===== config.mk =====
export PLATFORM = sky130hd
export DESIGN_NAME = mfr_top
export DESIGN_NICKNAME = d
export VERILOG_FILES = /design/src/rtl/mfr_pkg.sv /design/src/rtl/mfr_top.sv /design/src/rtl/mfr_fifo.sv
export VERILOG_INCLUDE_DIRS = /design/src /design/src/rtl
export SDC_FILE = /design/constraint.sdc
export NUM_CORES = 1
export LEC_CHECK = 0
export CORE_MARGIN = 3
export CORE_UTILIZATION = 31
export CTS_CLUSTER_DIAMETER = 120
export DETAILED_ROUTE_END_ITERATION = 8
export DONT_BUFFER_PORTS = 1
export HOLD_SLACK_MARGIN = 0.06
export REMOVE_ABC_BUFFERS = 1
export SLEW_MARGIN = 20
export SYNTH_ARGS = -nofsm -noshare
export SYNTH_HDL_FRONTEND = slang
export SYNTH_SLANG_ARGS = --single-unit

===== constraint.sdc =====
create_clock -name i_clk_sys -period 3.45 [get_ports i_clk_sys]
set_clock_uncertainty 0.2 [all_clocks]
set_input_delay 0.345 -clock i_clk_sys [delete_from_list [all_inputs] [get_ports i_clk_sys]]
set_output_delay 0.345 -clock i_clk_sys [all_outputs]
set_load 0.02 [all_outputs]

===== src/rtl/mfr_cfg.svh =====
// Constants for the multi-line fast read and burst wrap block.
// Assumes inclusion by bare name from files under rtl/.
`ifndef MFR_CFG_SVH
`define MFR_CFG_SVH

// =====================================================================
// Command codes
// =====================================================================
`define MFR_CMD_DOR 8'h3B
`define MFR_CMD_DOR4 8'h3C
`define MFR_CMD_QOR 8'h6B
`define MFR_CMD_QOR4 8'h6C
`define MFR_CMD_DIO 8'hBB
`define MFR_CMD_DIO4 8'hBC
`define MFR_CMD_QIO 8'hEB
`define MFR_CMD_QIO4 8'hEC
`define MFR_CMD_WRAP 8'h77

// =====================================================================
// Lane counts and dummy clock counts
// =====================================================================
`define MFR_LANE_1 3'h1
`define MFR_LANE_2 3'h2
`define MFR_LANE_4 3'h4
`define MFR_DUMMY_OUT 6'h08
`define MFR_DUMMY_DIO 6'h04
`define MFR_DUMMY_QIO 6'h06
`define MFR_ADDR_BITS_SHORT 6'h18
`define MFR_ADDR_BITS_WIDE 6'h20

// =====================================================================
// Wrap setting byte fields and reset values
// =====================================================================
`define MFR_WRAP_DIS_BIT 0
`define MFR_WRAP_LEN_HI 2
`define MFR_WRAP_LEN_LO 1
`define MFR_WRAP_DIS_RST 1'b1
`define MFR_WRAP_LEN_RST 2'h0
`define MFR_WRAP_BASE_LEN 32'h0000_0008

// =====================================================================
// Buffer sizing
// =====================================================================
`define MFR_FIFO_DEPTH 32
`define MFR_BYTE_W 8

`endif


===== src/rtl/mfr_pkg.sv =====
// Types used by the fast read block; its buffer uses none of them.
// Assumes mfr_cfg.svh supplies all numeric constants.
package mfr_pkg;

    // =================================================================
    // Command phase states
    // =================================================================
    typedef enum logic [2:0]
    {
        MFR_IDLE,
        MFR_ADDR,
        MFR_DUMMY,
        MFR_DATA,
        MFR_WRAPSET,
        MFR_IGNORE
    } mfr_state_e;

    // Decoded properties of one command code.
    typedef struct packed
    {
        logic valid;
        logic is_read;
        logic is_wrap;
        logic force32;
        logic wrap_ok;
        logic [2:0] addr_lanes;
        logic [2:0] data_lanes;
        logic [5:0] dummy;
    } mfr_cmd_s;

endpackage : mfr_pkg


===== src/rtl/mfr_top.sv =====
// Multi-line fast read command sequencer with burst wrap setting.
// Assumes the serial clock runs far slower than i_clk_sys, which
// samples it, and that the array answers reads in the same cycle.
`timescale 1ns/1ns
`include "mfr_cfg.svh"

// Operation
// - 3Ch always takes a 32-bit address.
// - 6Bh: serial address, eight dummies, quad data.
// - 6Ch always takes a 32-bit address.
// - BBh: address two per clock, four dummies.
// - BCh: 32-bit address two per clock.
// - EBh: quad address and data, six dummies.
// - EBh uses 32 bits in wide mode.
// - ECh: 32-bit quad address always.
// - Wrap setting applies to EBh reads.
// - Wrap setting applies to ECh reads.
// - Wrap inside aligned section until deselect.
// - 77h frame: code, dummies, setting byte.
// - Ignore top bit and low nibble.
// - Disable flag and length select decode.
// - Wrap setting kept until next 77h.
// - Reset forces wrap disabled.
// - 77h carries eight dummies in wide mode.
// - Sample rising, drive falling, MSB first.
// - Linear address increments per byte.
// - Reads ignored while array busy.
// - Short mode uses extended address byte.
module mfr_top #(
    parameter int FIFO_DEPTH = `MFR_FIFO_DEPTH
) (
    input wire logic i_clk_sys,
    input wire logic i_rst_n,
    input wire logic i_sw_reset,
    input wire logic i_spi_clk,
    input wire logic i_cs_n,
    input wire logic [3:0] i_io_in,
    output logic [3:0] o_io_out,
    output logic [3:0] o_io_oe,
    input wire logic i_addr4_mode,
    input wire logic [7:0] i_ext_addr,
    input wire logic i_busy,
    output logic [31:0] o_rd_addr,
    output logic o_rd_req,
    input wire logic [7:0] i_rd_data,
    input wire logic i_rd_valid,
    output logic o_rd_ready,
    output logic o_wrap_disable_flag,
    output logic [1:0] o_wrap_length_select,
    output logic o_cmd_active
);

    // =================================================================
    // Helper functions
    // =================================================================
    // Maps a command code to its phase shape.
    function automatic mfr_pkg::mfr_cmd_s decode(input logic [7:0] c);
        mfr_pkg::mfr_cmd_s d;
        d = '0;
        d.valid = 1'b1;
        d.is_read = 1'b1;
        unique case (c)
            `MFR_CMD_DOR, `MFR_CMD_DOR4:
            begin
                d.addr_lanes = `MFR_LANE_1;
                d.data_lanes = `MFR_LANE_2;
                d.dummy = `MFR_DUMMY_OUT;
                d.force32 = (c == `MFR_CMD_DOR4);
            end
            `MFR_CMD_QOR, `MFR_CMD_QOR4:
            begin
                d.addr_lanes = `MFR_LANE_1;
                d.data_lanes = `MFR_LANE_4;
                d.dummy = `MFR_DUMMY_OUT;
                d.force32 = (c == `MFR_CMD_QOR4);
            end
            `MFR_CMD_DIO, `MFR_CMD_DIO4:
            begin
                d.addr_lanes = `MFR_LANE_2;
                d.data_lanes = `MFR_LANE_2;
                d.dummy = `MFR_DUMMY_DIO;
                d.force32 = (c == `MFR_CMD_DIO4);
            end
            `MFR_CMD_QIO, `MFR_CMD_QIO4:
            begin
                d.addr_lanes = `MFR_LANE_4;
                d.data_lanes = `MFR_LANE_4;
                d.dummy = `MFR_DUMMY_QIO;
                d.force32 = (c == `MFR_CMD_QIO4);
                d.wrap_ok = 1'b1;
            end
            `MFR_CMD_WRAP:
            begin
                d.is_read = 1'b0;
                d.is_wrap = 1'b1;
                d.addr_lanes = `MFR_LANE_4;
            end
            default:
            begin
                d.valid = 1'b0;
                d.is_read = 1'b0;
            end
        endcase
        return d;
    endfunction : decode

    // Shifts one clock's worth of input bits in, MSB first.
    function automatic logic [31:0] shift_in(input logic [31:0] sh,
        input logic [3:0] io, input logic [2:0] lanes);
        if (lanes == `MFR_LANE_1)
        begin
            return {sh[30:0], io[0]};
        end
        else if (lanes == `MFR_LANE_2)
        begin
            return {sh[29:0], io[1:0]};
        end
        return {sh[27:0], io};
    endfunction : shift_in

    // Next array address, either linear or inside the wrap section.
    function automatic logic [31:0] next_addr(input logic [31:0] a,
        input logic wrap, input logic [1:0] sel);
        logic [31:0] m;
        m = (`MFR_WRAP_BASE_LEN << sel) - 32'h0000_0001;
        if (wrap)
        begin
            return (a & ~m) | ((a + 32'h0000_0001) & m);
        end
        return a + 32'h0000_0001;
    endfunction : next_addr

    // Top lanes of a byte placed on the IO lines.
    function automatic logic [3:0] top_bits(input logic [7:0] b,
        input logic [2:0] lanes);
        if (lanes == `MFR_LANE_2)
        begin
            return {2'h0, b[7:6]};
        end
        return b[7:4];
    endfunction : top_bits

    // =================================================================
    // Pin synchronisers and edge detection
    // =================================================================
    logic [5:0] sync1_r; // First stage, read only by the second.
    logic [5:0] sync2_r; // Stable copy of {cs_n, sclk, io}.
    logic sclk_d_r; // Delayed stable serial clock.
    logic cs_hi; // Chip select deasserted.
    logic sclk_rise;
    logic sclk_fall;
    logic [3:0] io_s;

    // Two flops per pin; chip select resets high so nothing starts.
    always_ff @(posedge i_clk_sys or negedge i_rst_n)
    begin
        if (!i_rst_n)
        begin
            sync1_r <= 6'h20;
            sync2_r <= 6'h20;
            sclk_d_r <= 1'b0;
        end
        else
        begin
            sync1_r <= {i_cs_n, i_spi_clk, i_io_in};
            sync2_r <= sync1_r;
            sclk_d_r <= sync2_r[4];
        end
    end

    assign cs_hi = sync2_r[5];
    assign io_s = sync2_r[3:0];
    assign sclk_rise = sync2_r[4] && !sclk_d_r && !cs_hi;
    assign sclk_fall = !sync2_r[4] && sclk_d_r && !cs_hi;

    // =================================================================
    // Command decoder
    // =================================================================
    mfr_pkg::mfr_state_e state_r; // Current phase.
    mfr_pkg::mfr_cmd_s cmd_r; // Shape of the active command.
    mfr_pkg::mfr_cmd_s dec; // Decode of the code being completed.
    logic [7:0] cmd_sh_r; // Command bits collected so far.
    logic [31:0] addr_sh_r; // Address or dummy bits collected.
    logic [5:0] cnt_r; // Rising edges within the current phase.
    logic [5:0] addr_clks_r; // Clocks the address phase lasts.
    logic [3:0] wnib_r; // First nibble of the wrap setting byte.
    logic wide; // Full 32-bit address expected.
    logic addr_last; // Last address clock of a read.
    logic [31:0] addr_next; // Address register with the current bits.
    logic [31:0] addr_full; // Assembled start address.

    assign dec = decode({cmd_sh_r[6:0], io_s[0]});
    assign wide = dec.force32 || i_addr4_mode;
    assign addr_last = (state_r == mfr_pkg::MFR_ADDR) && sclk_rise &&
                       (cnt_r == addr_clks_r - 6'h01) && !cmd_r.is_wrap;
    assign addr_next = shift_in(addr_sh_r, io_s, cmd_r.addr_lanes);
    assign addr_full = (cmd_r.force32 || i_addr4_mode) ? addr_next :
        {i_ext_addr, addr_next[23:0]};

    // Phase sequencing on stable serial clock rising edges.
    always_ff @(posedge i_clk_sys or negedge i_rst_n)
    begin
        if (!i_rst_n)
        begin
            state_r <= mfr_pkg::MFR_IDLE;
            cmd_r <= '0;
            cmd_sh_r <= 8'h00;
            addr_sh_r <= 32'h0000_0000;
            cnt_r <= 6'h00;
            addr_clks_r <= 6'h00;
            wnib_r <= 4'h0;
        end
        else if (cs_hi)
        begin
            state_r <= mfr_pkg::MFR_IDLE;
            cnt_r <= 6'h00;
        end
        else if (sclk_rise)
        begin
            unique case (state_r)
                // command in, MSB first on the first line.
                mfr_pkg::MFR_IDLE:
                begin
                    cmd_sh_r <= {cmd_sh_r[6:0], io_s[0]};
                    cnt_r <= cnt_r + 6'h01;
                    if (cnt_r == 6'h07)
                    begin
                        cnt_r <= 6'h00;
                        cmd_r <= dec;
                        // Address clocks: bits divided by lane count.
                        addr_clks_r <= (wide ? `MFR_ADDR_BITS_WIDE :
                            `MFR_ADDR_BITS_SHORT) >> (dec.addr_lanes >> 1);
                        if (!dec.valid || (dec.is_read && i_busy))
                        begin
                            state_r <= mfr_pkg::MFR_IGNORE;
                        end
                        else
                        begin
                            state_r <= mfr_pkg::MFR_ADDR;
                        end
                    end
                end
                mfr_pkg::MFR_ADDR:
                begin
                    addr_sh_r <= shift_in(addr_sh_r, io_s,
                                          cmd_r.addr_lanes);
                    cnt_r <= cnt_r + 6'h01;
                    if (cnt_r == addr_clks_r - 6'h01)
                    begin
                        cnt_r <= 6'h00;
                        state_r <= cmd_r.is_wrap ?
                            mfr_pkg::MFR_WRAPSET : mfr_pkg::MFR_DUMMY;
                    end
                end
                mfr_pkg::MFR_DUMMY:
                begin
                    cnt_r <= cnt_r + 6'h01;
                    if (cnt_r == cmd_r.dummy - 6'h01)
                    begin
                        cnt_r <= 6'h00;
                        state_r <= mfr_pkg::MFR_DATA;
                    end
                end
                // Setting byte arrives as two quad nibbles.
                mfr_pkg::MFR_WRAPSET:
                begin
                    wnib_r <= io_s;
                    cnt_r <= cnt_r + 6'h01;
                    if (cnt_r == 6'h01)
                    begin
                        state_r <= mfr_pkg::MFR_IGNORE;
                    end
                end
                // Data and ignored frames last until deselect.
                mfr_pkg::MFR_DATA, mfr_pkg::MFR_IGNORE:
                begin
                    cnt_r <= cnt_r;
                end
            endcase
        end
    end

    assign o_cmd_active = (state_r != mfr_pkg::MFR_IDLE);

    // =================================================================
    // Wrap configuration
    // =================================================================
    logic wrap_dis_r; // Wrap disable flag.
    logic [1:0] wrap_len_r; // Section length select.

    // Stored only when the whole byte arrived; a short frame is void.
    always_ff @(posedge i_clk_sys or negedge i_rst_n)
    begin
        if (!i_rst_n)
        begin
            wrap_dis_r <= `MFR_WRAP_DIS_RST;
            wrap_len_r <= `MFR_WRAP_LEN_RST;
        end
        else if (i_sw_reset)
        begin
            wrap_dis_r <= `MFR_WRAP_DIS_RST;
            wrap_len_r <= `MFR_WRAP_LEN_RST;
        end
        else if (state_r == mfr_pkg::MFR_WRAPSET && sclk_rise &&
                 cnt_r == 6'h01)
        begin
            wrap_dis_r <= wnib_r[`MFR_WRAP_DIS_BIT];
            wrap_len_r <= wnib_r[`MFR_WRAP_LEN_HI:`MFR_WRAP_LEN_LO];
        end
    end

    assign o_wrap_disable_flag = wrap_dis_r;
    assign o_wrap_length_select = wrap_len_r;

    // =================================================================
    // Array prefetch into the buffer
    // =================================================================
    logic fetch_on_r; // Prefetch running for this frame.
    logic [31:0] fa_r; // Next array address to fetch.
    logic wrap_use_r; // This frame wraps.
    logic fifo_in_ready;
    logic fifo_out_valid;
    logic [7:0] fifo_out_data;
    logic pop;

    // Fetching starts during the dummy clocks to hide array latency.
    always_ff @(posedge i_clk_sys or negedge i_rst_n)
    begin
        if (!i_rst_n)
        begin
            fetch_on_r <= 1'b0;
            fa_r <= 32'h0000_0000;
            wrap_use_r <= 1'b0;
        end
        else if (cs_hi)
        begin
            fetch_on_r <= 1'b0;
        end
        else if (addr_last)
        begin
            fetch_on_r <= 1'b1;
            fa_r <= addr_full;
            wrap_use_r <= cmd_r.wrap_ok && !wrap_dis_r;
        end
        else if (fetch_on_r && i_rd_valid && fifo_in_ready)
        begin
            fa_r <= next_addr(fa_r, wrap_use_r, wrap_len_r);
        end
    end

    assign o_rd_addr = fa_r;
    assign o_rd_req = fetch_on_r;
    assign o_rd_ready = fetch_on_r && fifo_in_ready;

    mfr_fifo #(
        .W(`MFR_BYTE_W),
        .DEPTH(FIFO_DEPTH)
    ) u_fifo (
        .i_clk_sys(i_clk_sys),
        .i_rst_n(i_rst_n),
        .i_flush(cs_hi),
        .i_in_valid(fetch_on_r && i_rd_valid),
        .o_in_ready(fifo_in_ready),
        .i_in_data(i_rd_data),
        .o_out_valid(fifo_out_valid),
        .i_out_ready(pop),
        .o_out_data(fifo_out_data)
    );

    // =================================================================
    // Output shifter
    // =================================================================
    logic [7:0] sh_r; // Remaining bits of the byte on the wire.
    logic [3:0] bits_r; // Bits still to send from sh_r.
    logic [3:0] out_r;
    logic [3:0] oe_r;
    logic [7:0] byte_now;

    assign pop = (state_r == mfr_pkg::MFR_DATA) && sclk_fall &&
                 (bits_r == 4'h0) && fifo_out_valid;
    // An underrun sends all ones rather than stale data.
    assign byte_now = fifo_out_valid ? fifo_out_data : 8'hFF;

    // Data changes on falling edges, MSB first.
    always_ff @(posedge i_clk_sys or negedge i_rst_n)
    begin
        if (!i_rst_n)
        begin
            sh_r <= 8'h00;
            bits_r <= 4'h0;
            out_r <= 4'h0;
            oe_r <= 4'h0;
        end
        else if (cs_hi)
        begin
            bits_r <= 4'h0;
            out_r <= 4'h0;
            oe_r <= 4'h0;
        end
        else if (state_r == mfr_pkg::MFR_DATA && sclk_fall)
        begin
            oe_r <= (cmd_r.data_lanes == `MFR_LANE_2) ? 4'h3 : 4'hF;
            if (bits_r == 4'h0)
            begin
                out_r <= top_bits(byte_now, cmd_r.data_lanes);
                sh_r <= byte_now << cmd_r.data_lanes;
                bits_r <= 4'h8 - {1'b0, cmd_r.data_lanes};
            end
            else
            begin
                out_r <= top_bits(sh_r, cmd_r.data_lanes);
                sh_r <= sh_r << cmd_r.data_lanes;
                bits_r <= bits_r - {1'b0, cmd_r.data_lanes};
            end
        end
    end

    assign o_io_out = out_r;
    assign o_io_oe = oe_r;

endmodule : mfr_top


===== src/rtl/mfr_fifo.sv =====
// Byte buffer between the array read port and the serial shifter.
// Assumes one clock domain; flush empties it in a single cycle.
`timescale 1ns/1ns
module mfr_fifo #(
    parameter int W = 8,
    parameter int DEPTH = 32
) (
    input wire logic i_clk_sys,
    input wire logic i_rst_n,
    input wire logic i_flush,
    input wire logic i_in_valid,
    output logic o_in_ready,
    input wire logic [W-1:0] i_in_data,
    output logic o_out_valid,
    input wire logic i_out_ready,
    output logic [W-1:0] o_out_data
);
    localparam int AW = $clog2(DEPTH);

    // Storage words and pointers carrying one extra wrap bit.
    logic [W-1:0] mem_r [DEPTH];
    logic [AW:0] wr_ptr_r;
    logic [AW:0] rd_ptr_r;
    logic full;
    logic empty;

    // =================================================================
    // Flags
    // =================================================================
    // Full when pointers differ only in the wrap bit.
    assign full = (wr_ptr_r[AW] != rd_ptr_r[AW]) &&
                  (wr_ptr_r[AW-1:0] == rd_ptr_r[AW-1:0]);
    assign empty = (wr_ptr_r == rd_ptr_r);
    assign o_in_ready = !full;
    assign o_out_valid = !empty;
    assign o_out_data = mem_r[rd_ptr_r[AW-1:0]];

    // Write side; flush drops anything arriving in the same cycle.
    always_ff @(posedge i_clk_sys or negedge i_rst_n)
    begin
        if (!i_rst_n)
        begin
            wr_ptr_r <= '0;
        end
        else if (i_flush)
        begin
            wr_ptr_r <= '0;
        end
        else if (i_in_valid && !full)
        begin
            wr_ptr_r <= wr_ptr_r + 1'b1;
        end
    end

    // Storage array is not reset; only the pointers define content.
    always_ff @(posedge i_clk_sys)
    begin
        if (i_in_valid && !full && !i_flush)
        begin
            mem_r[wr_ptr_r[AW-1:0]] <= i_in_data;
        end
    end

    // Read side.
    always_ff @(posedge i_clk_sys or negedge i_rst_n)
    begin
        if (!i_rst_n)
        begin
            rd_ptr_r <= '0;
        end
        else if (i_flush)
        begin
            rd_ptr_r <= '0;
        end
        else if (i_out_ready && !empty)
        begin
            rd_ptr_r <= rd_ptr_r + 1'b1;
        end
    end

endmodule : mfr_fifo


## After elaboration in Yosys (flattened, before gate mapping)

Memories as Yosys holds them, arrays and structs flattened.
Index checks and enable logic that the tools add are counted.

| operators by class | value |
|---|---|
| shift-type cells | 4 |
| eq/ne operators | 29 |
| add/subtract/negate cells | 9 |
| muxes and demuxes | 75 |
| reduce and logical (&&, ||, !) cells | 60 |
| bitwise operators | 5 |

Operators with widths:

| cell | number |
|---|---|
| 2-to-1 mux 32 bit | 8 |
| AND 32 bit | 2 |
| 2-to-1 mux 6 bit | 10 |
| 2-to-1 mux 4 bit | 13 |
| one-hot mux 9 bit (4 select lines) | 1 |
| adder 32 x 1 -> 32 bit, second input constant | 1 |
| == test 8 bit, second input constant | 4 |
| inverter 32 bit | 1 |
| OR 32 bit | 1 |
| left shift 4 x 2 -> 32 bit, first input constant | 1 |
| subtractor 32 x 1 -> 32 bit, second input constant | 1 |
| 2-to-1 mux 31 bit | 1 |
| 2-to-1 mux 1 bit | 26 |
| == test 8 x 7 -> 1 bit, second input constant | 3 |
| 2-to-1 mux 3 bit | 8 |
| one-hot mux 6 bit (4 select lines) | 1 |
| logical AND 1 bit | 20 |
| adder 6 x 1 -> 6 bit, second input constant | 3 |
| == test 6 bit | 3 |
| == test 8 x 6 -> 1 bit, second input constant | 2 |
| 2-to-1 mux 8 bit | 2 |
| left shift 8 x 3 -> 8 bit | 2 |
| nonzero test 2 bit | 7 |
| == test 3 x 2 -> 1 bit, second input constant | 4 |
| other kinds (33) | 57 |

| storage, ports and cells | value |
|---|---|
| logic and storage cells | 209 |
| bits in registers | 153 |
| memories | 1 |
| input port bits | 28 |
| output and inout port bits | 46 |
| RAM bits | 256 |

Memories:

| memory | depth | bits a word | rd ports | clocked after memory_dff | wr ports | line | text |
|---|---|---|---|---|---|---|---|
| u_fifo.mem_r | 32 | 8 | 1 | 0 | 1 | mfr_fifo.sv:21 | `logic [W-1:0] mem_r [DEPTH];` |

## Depth between registers and ports, before layout

| logic depth | value |
|---|---|
| depth after elaboration | 11 |
| mapped depth | 12 |
| depth with buffers taken out | 9 |

## Modules after synthesis

From an unflattened synthesis, not the netlist that was laid out.

| unflattened totals | value |
|---|---|
| cell total of the unflattened synthesis | 1,326 |
| area total of the unflattened synthesis | 18,037.3 um^2 |

By module, submodules not included:

| module | times used | seq. area each (um^2) | cells an instance | area an instance (um^2) |
|---|---|---|---|---|
| mfr_fifo | 1 | 7,987.7 | 491 | 10,641.5 |
| mfr_top | 1 | 3,357.0 | 835 | 7,395.8 |

## Worst setup path after synthesis

OpenSTA, ideal clock, no wires.

| timing | value |
|---|---|
| kind | flip-flop to flip-flop |
| start | register u_fifo.rd_ptr_r[0] |
| end | memory u_fifo.mem_r[28][0] (enable) |
| data required time | 2.880 ns |
| buffers on the path | 2 |
| stages on the path, launching flop included | 9 |
| data arrival time | 2.241 ns |
| clock period less this slack | 2.811 ns |
| setup time | 0.370 ns |
| setup slack | 0.639 ns |
| cells stage by stage | dfrtp_1 -> buf_4 -> xor2_1 -> nor3_2 -> a211oi_1 -> nor2b_1 -> buf_2 -> nand2_1 -> nor2_1 |

| between the ends | value |
|---|---|
| longest elaborated chain between the ends | 7 |

RTL lines:

| element | line | text |
|---|---|---|
| start: declaration | mfr_fifo.sv:23 | `logic [AW:0] rd_ptr_r;` |
| start signal: assignment | mfr_fifo.sv:77 | `rd_ptr_r <= rd_ptr_r + 1'b1;` |
| == test 5 bit | mfr_fifo.sv:32 | `(wr_ptr_r[AW-1:0] == rd_ptr_r[AW-1:0]);` |
| logical AND 1 bit | mfr_fifo.sv:31 | `assign full = (wr_ptr_r[AW] != rd_ptr_r[AW]) &&` |
| logical NOT 1 bit | mfr_fifo.sv:58 | `if (i_in_valid && !full && !i_flush)` |
| logical AND 1 bit (2 in series) | mfr_fifo.sv:58 |  |
| 2-to-1 mux 1 bit | mfr_fifo.sv:58 |  |
| 2-to-1 mux 1 bit (not written as such) | mfr_fifo.sv:60 | `mem_r[wr_ptr_r[AW-1:0]] <= i_in_data;` |
| end: declaration | mfr_fifo.sv:21 |  |

No other way between the ends.

## Worst setup path after layout

| timing | value |
|---|---|
| start | register u_fifo.rd_ptr_r[1] |
| end | register sh_r[6] |

| between the ends | value |
|---|---|
| longest elaborated chain between the ends | 4 |
| elaborated cells between the ends (all ways) | 5 |
| classes of those cells | 1 x eq/ne; 1 x shift; 2 x mux; 1 x memory |

RTL lines:

| element | line | text |
|---|---|---|
| memory read (32 x 8 bit) / == test 6 bit (equally long branches) | - |  |
| 2-to-1 mux 8 bit (*) | mfr_top.sv:382 | `assign byte_now = fifo_out_valid ? fifo_out_data : 8'hFF;` |
| left shift 8 x 3 -> 8 bit (*) | mfr_top.sv:406 | `sh_r <= byte_now << cmd_r.data_lanes;` |
| 2-to-1 mux 8 bit (*) | mfr_top.sv:403 | `if (bits_r == 4'h0)` |
| end signal: assignment | mfr_top.sv:406 |  |
| end signal: assignment | mfr_top.sv:412 | `sh_r <= sh_r << cmd_r.data_lanes;` |
| end: declaration | mfr_top.sv:373 | `logic [7:0] sh_r;` |

Mark *: on every way between the ends. The rest lies on a longest branch, timed or not.
A chain may end at the register's enable or synchronous reset.

==> key figures <==
Status
  • Status: finished with violations
  • Failing checks: hold timing

Global route
  • Global router's overall resource usage: 13.7%
  • Gr ovfl total: 0
  • Initial antenna violation count: 0
  • Vias in the first global route: 11.4k
  • First-pass GRT wire length: 65600 um
  • Largest net degree at the start of global routing: 146

Yosys
  • Distinct cells, synth: 72
  • Largest area contributor in the netlist: edfxtp_1
  • Most common cell in the netlist: edfxtp_1
  • Yosys top cell area share: 42.6%
  • Sequential cell area fraction in the yosys report: 62.8%
  • Yosys reg bits: 401
  • Number of flops mapped to enable cells by yosys: 256
  • Synth Instances: 1345
  • Syn. warnings: 0
  • Post-synthesis async set-or-reset flop share: 36.2%
  • List of most frequent post-synthesis cells: edfxtp_1, dfrtp_1, nor2_1
  • Synth top area cells: edfxtp_1, dfrtp_1, mux4_2, mux2i_1, nor2_1
  • Avg Inst Size Synth: 13.4 sq um
  • Synth Flop Type: edfxtp_1
  • Netlist Area Pre-Place: 0.0180 sq mm

Setup path
  • Startpoint Class: flip-flop
  • CP cell instances: buf_12, buf_4, mux4_2, a22oi_1, nand2_1, a2111oi_0, a21oi_1, a31o_2
  • Crit end category: flip-flop
  • Worst path max stage delay: 0.41 ns
  • Worst Setup Path Type: reg2reg
  • Critical path buffers and inverters: 2
  • CP Max Fanout: 51
  • Crit path max-delay family: compound AO/OA/AOI/OAI gates
  • Critical path's slowest cell: a22oi_1
  • Worst EP required: 3.71 ns
  • Worst EP arrival: 3.35 ns

Placed design
  • GP Congestion: 0.815
  • Port buffer count: 0
  • Post-DP HPWL: 27900 um

Finish
  • Layout overhead on the synthesized area: 16.6%
  • Fill count: 5345
  • Number of inserted diodes: 0
  • Final net count: 1460
  • Share of layout cells above drive strength 1: 16.1%

Floorplan
  • Row cnt: 87
  • Die extent in y: 247 um
  • Die width: 247 um
  • Full die area: 0.0611 sq mm
  • # IOs: 74
  • Starting Density: 31.7%
  • Core area: 0.0569 sq mm

STA
  • Actual slew at the worst max-slew pin: 0.930 ns
  • Achievable frequency: 323 MHz
  • Unrepaired setup endpoints after global routing: no
  • Max_slew headroom: 37.8%
  • Period utilization: 89.7%
  • Final setup viols: 0
  • Hold Vio Cnt, Final: 145
  • Pins Over Slew Limit: 0
  • TNS Setup: 0 ns
  • Min cycle time layout: 3.09 ns
  • Hold WS: -0.726 ns

Clock tree
  • Hold Buf Count CTS: 33
  • Post-CTS Setup Repair Bufs: 0
  • CTS resizes: 0
  • Largest buffer count on any clock path: 3
  • Clk_lat worst skew: 0.57 ns
  • Root Driver: clkbuf_16
  • H-Tree Depth: 2
  • TritonCTS Buffers: 43
  • TritonCTS clock tree: built
  • Clock Pin Slew Worst Setup and Hold Paths: 0.06 ns
  • # clock sinks: 401

Pwr
  • Power per cell area: 475 mW/mm^2
  • Final total power: 0.00999 W
  • Pleak: 7.48 nW
  • Max rail drop VDD: 0.363 mV

Detailed routing
  • Initial DRC Count: 985
  • Routed WL: 42000 um
  • DRT antenna net count: 0
  • DRT Pass-1 Iters: 5
  • Via Count: 11.1k
  • Via density: 5.04
  • DR WL/cell: 19.0 um
  • Drc violations: 0

Min path
  • Hold WC Path Type: in2async

Run
  • Max cap viols: 0
-- worst paths after layout --
path                       cells past startpoint                      startpoint  slack (ns)                              end
max                                            8  u_fifo.rd_ptr_r[1]$_DFFE_PN0P_        0.36              sh_r[6]$_DFFE_PN0P_
min                                            0                         i_rst_n       -0.73             cnt_r[0]$_DFFE_PN0P_
max reg2reg                                    8  u_fifo.rd_ptr_r[1]$_DFFE_PN0P_        0.36              sh_r[6]$_DFFE_PN0P_
min reg2reg                                    0            sync1_r[2]$_DFF_PN0_        0.15             sync2_r[2]$_DFF_PN0_
max in group asynchronous                      0                         i_rst_n        3.51  o_wrap_disable_flag$_DFFE_PN1P_
min in group i_clk_sys                         3                    i_addr4_mode        0.08        o_rd_addr[29]$_DFFE_PN0P_
-- worst reg2reg max path, stage by stage, from the launching register on --
cell and delay [ns]:
dfrtp_2 0.40, buf_12 0.29, buf_4 0.37, mux4_2 0.39
a22oi_1 0.41, nand2_1 0.14, a2111oi_0 0.41, a21oi_1 0.11
a31o_2 0.26
-- registers in the layout, indices dropped and copies added (netlist names), 2 cells and up --
register,count
o_rd_addr,32
wnib_r,3
cnt_r,6
bits_r,3
u_fifo.wr_ptr_r,6
state_r,3
sync2_r,6
addr_sh_r,31
o_io_out,4
u_fifo.mem_r,256
sh_r,8
cmd_sh_r,7
addr_clks_r,6
u_fifo.rd_ptr_r,6
sync1_r,6
cmd_r,10
o_wrap_length_select,2
o_io_oe,2
-- cells in the final DEF, fill, tap and decap left out, types with 9 or more instances in the layout --
cell type and instances:
a211oi_1 9, a21oi_1 53, a22oi_1 10, buf_12 12, buf_4 62, clkbuf_1 9, clkbuf_16 44, clkinv_1 9
dfrtp_1 140, dlygate4sd3_1 25, edfxtp_1 256, ha_1 15, inv_1 32, mux2_2 20, mux2i_1 91, mux4_2 55
nand2_1 105, nand2b_1 10, nand3_1 25, nand4_1 10, nor2_1 129, nor2b_1 14, nor3_1 19, o21ai_0 81
or3_1 11, xnor2_1 38, xor2_1 21
-- final cells by class --
cell class / instances / area, sq um / area share (%)
Timing Repair Buffer: 99 / 956 / 4.55
Inverter: 34 / 128 / 0.607
Clock buffer: 59 / 1220 / 5.79
Clock inverter: 19 / 170 / 0.810
Tap cell: 756 / 946 / 4.50
Sequential cell: 401 / 11300 / 53.9
Multi-Input combinational cell: 837 / 6280 / 29.9
-- cell families (layout without fill, tap and decap cells) --
logic type / Yosys count / after routing / share of synthesized area (%)
buffers and inverters: 107 / 211 / 2.56
xor gates and xnor gates: 59 / 59 / 2.87
AOI/OAI and AO/OA: 227 / 227 / 7.93
DFF: 401 / 401 / 62.8
muxes: 166 / 166 / 13.2
and+or+nand+nor: 369 / 369 / 9.55
adders and majority gates: 16 / 16 / 1.15
-- where the power goes --
part / leakage [nW] / switching (W) / internal [W]
logic: 2.70 / 0.000119 / 0.0000951
registers: 4.10 / 0.0000650 / 0.00517
clock network: 0.685 / 0.00191 / 0.00264
total: 7.48 / 0.00209 / 0.00790
-- routing by layer --
layer / GRT usage, % / routed length [um] / vias to the layer above
met5: 0 / 0 / -
met4: 3.86 / 1010 / 0
met3: 3.05 / 2610 / 67
met2: 22.8 / 19800 / 284
met1: 18.0 / 18600 / 5606
li1: - / - / 5161
-- metrics by stage --
stage               hold WS, ns  utilization [%]  area [sq um]  worst slack (ns)  cells
floorplan                -0.151                -         17700             -2.01   1272
CTS                      -0.754             36.9         21000             0.358   2205
global placement         -0.142             33.8         19200             0.328   2094
global route             -0.752             36.9         21000             0.101   2205
finish                   -0.726             36.9         21000             0.357   2205
detailed placement       -0.142             33.8         19200             0.376   2094
Power figures use the tool's default switching activity.
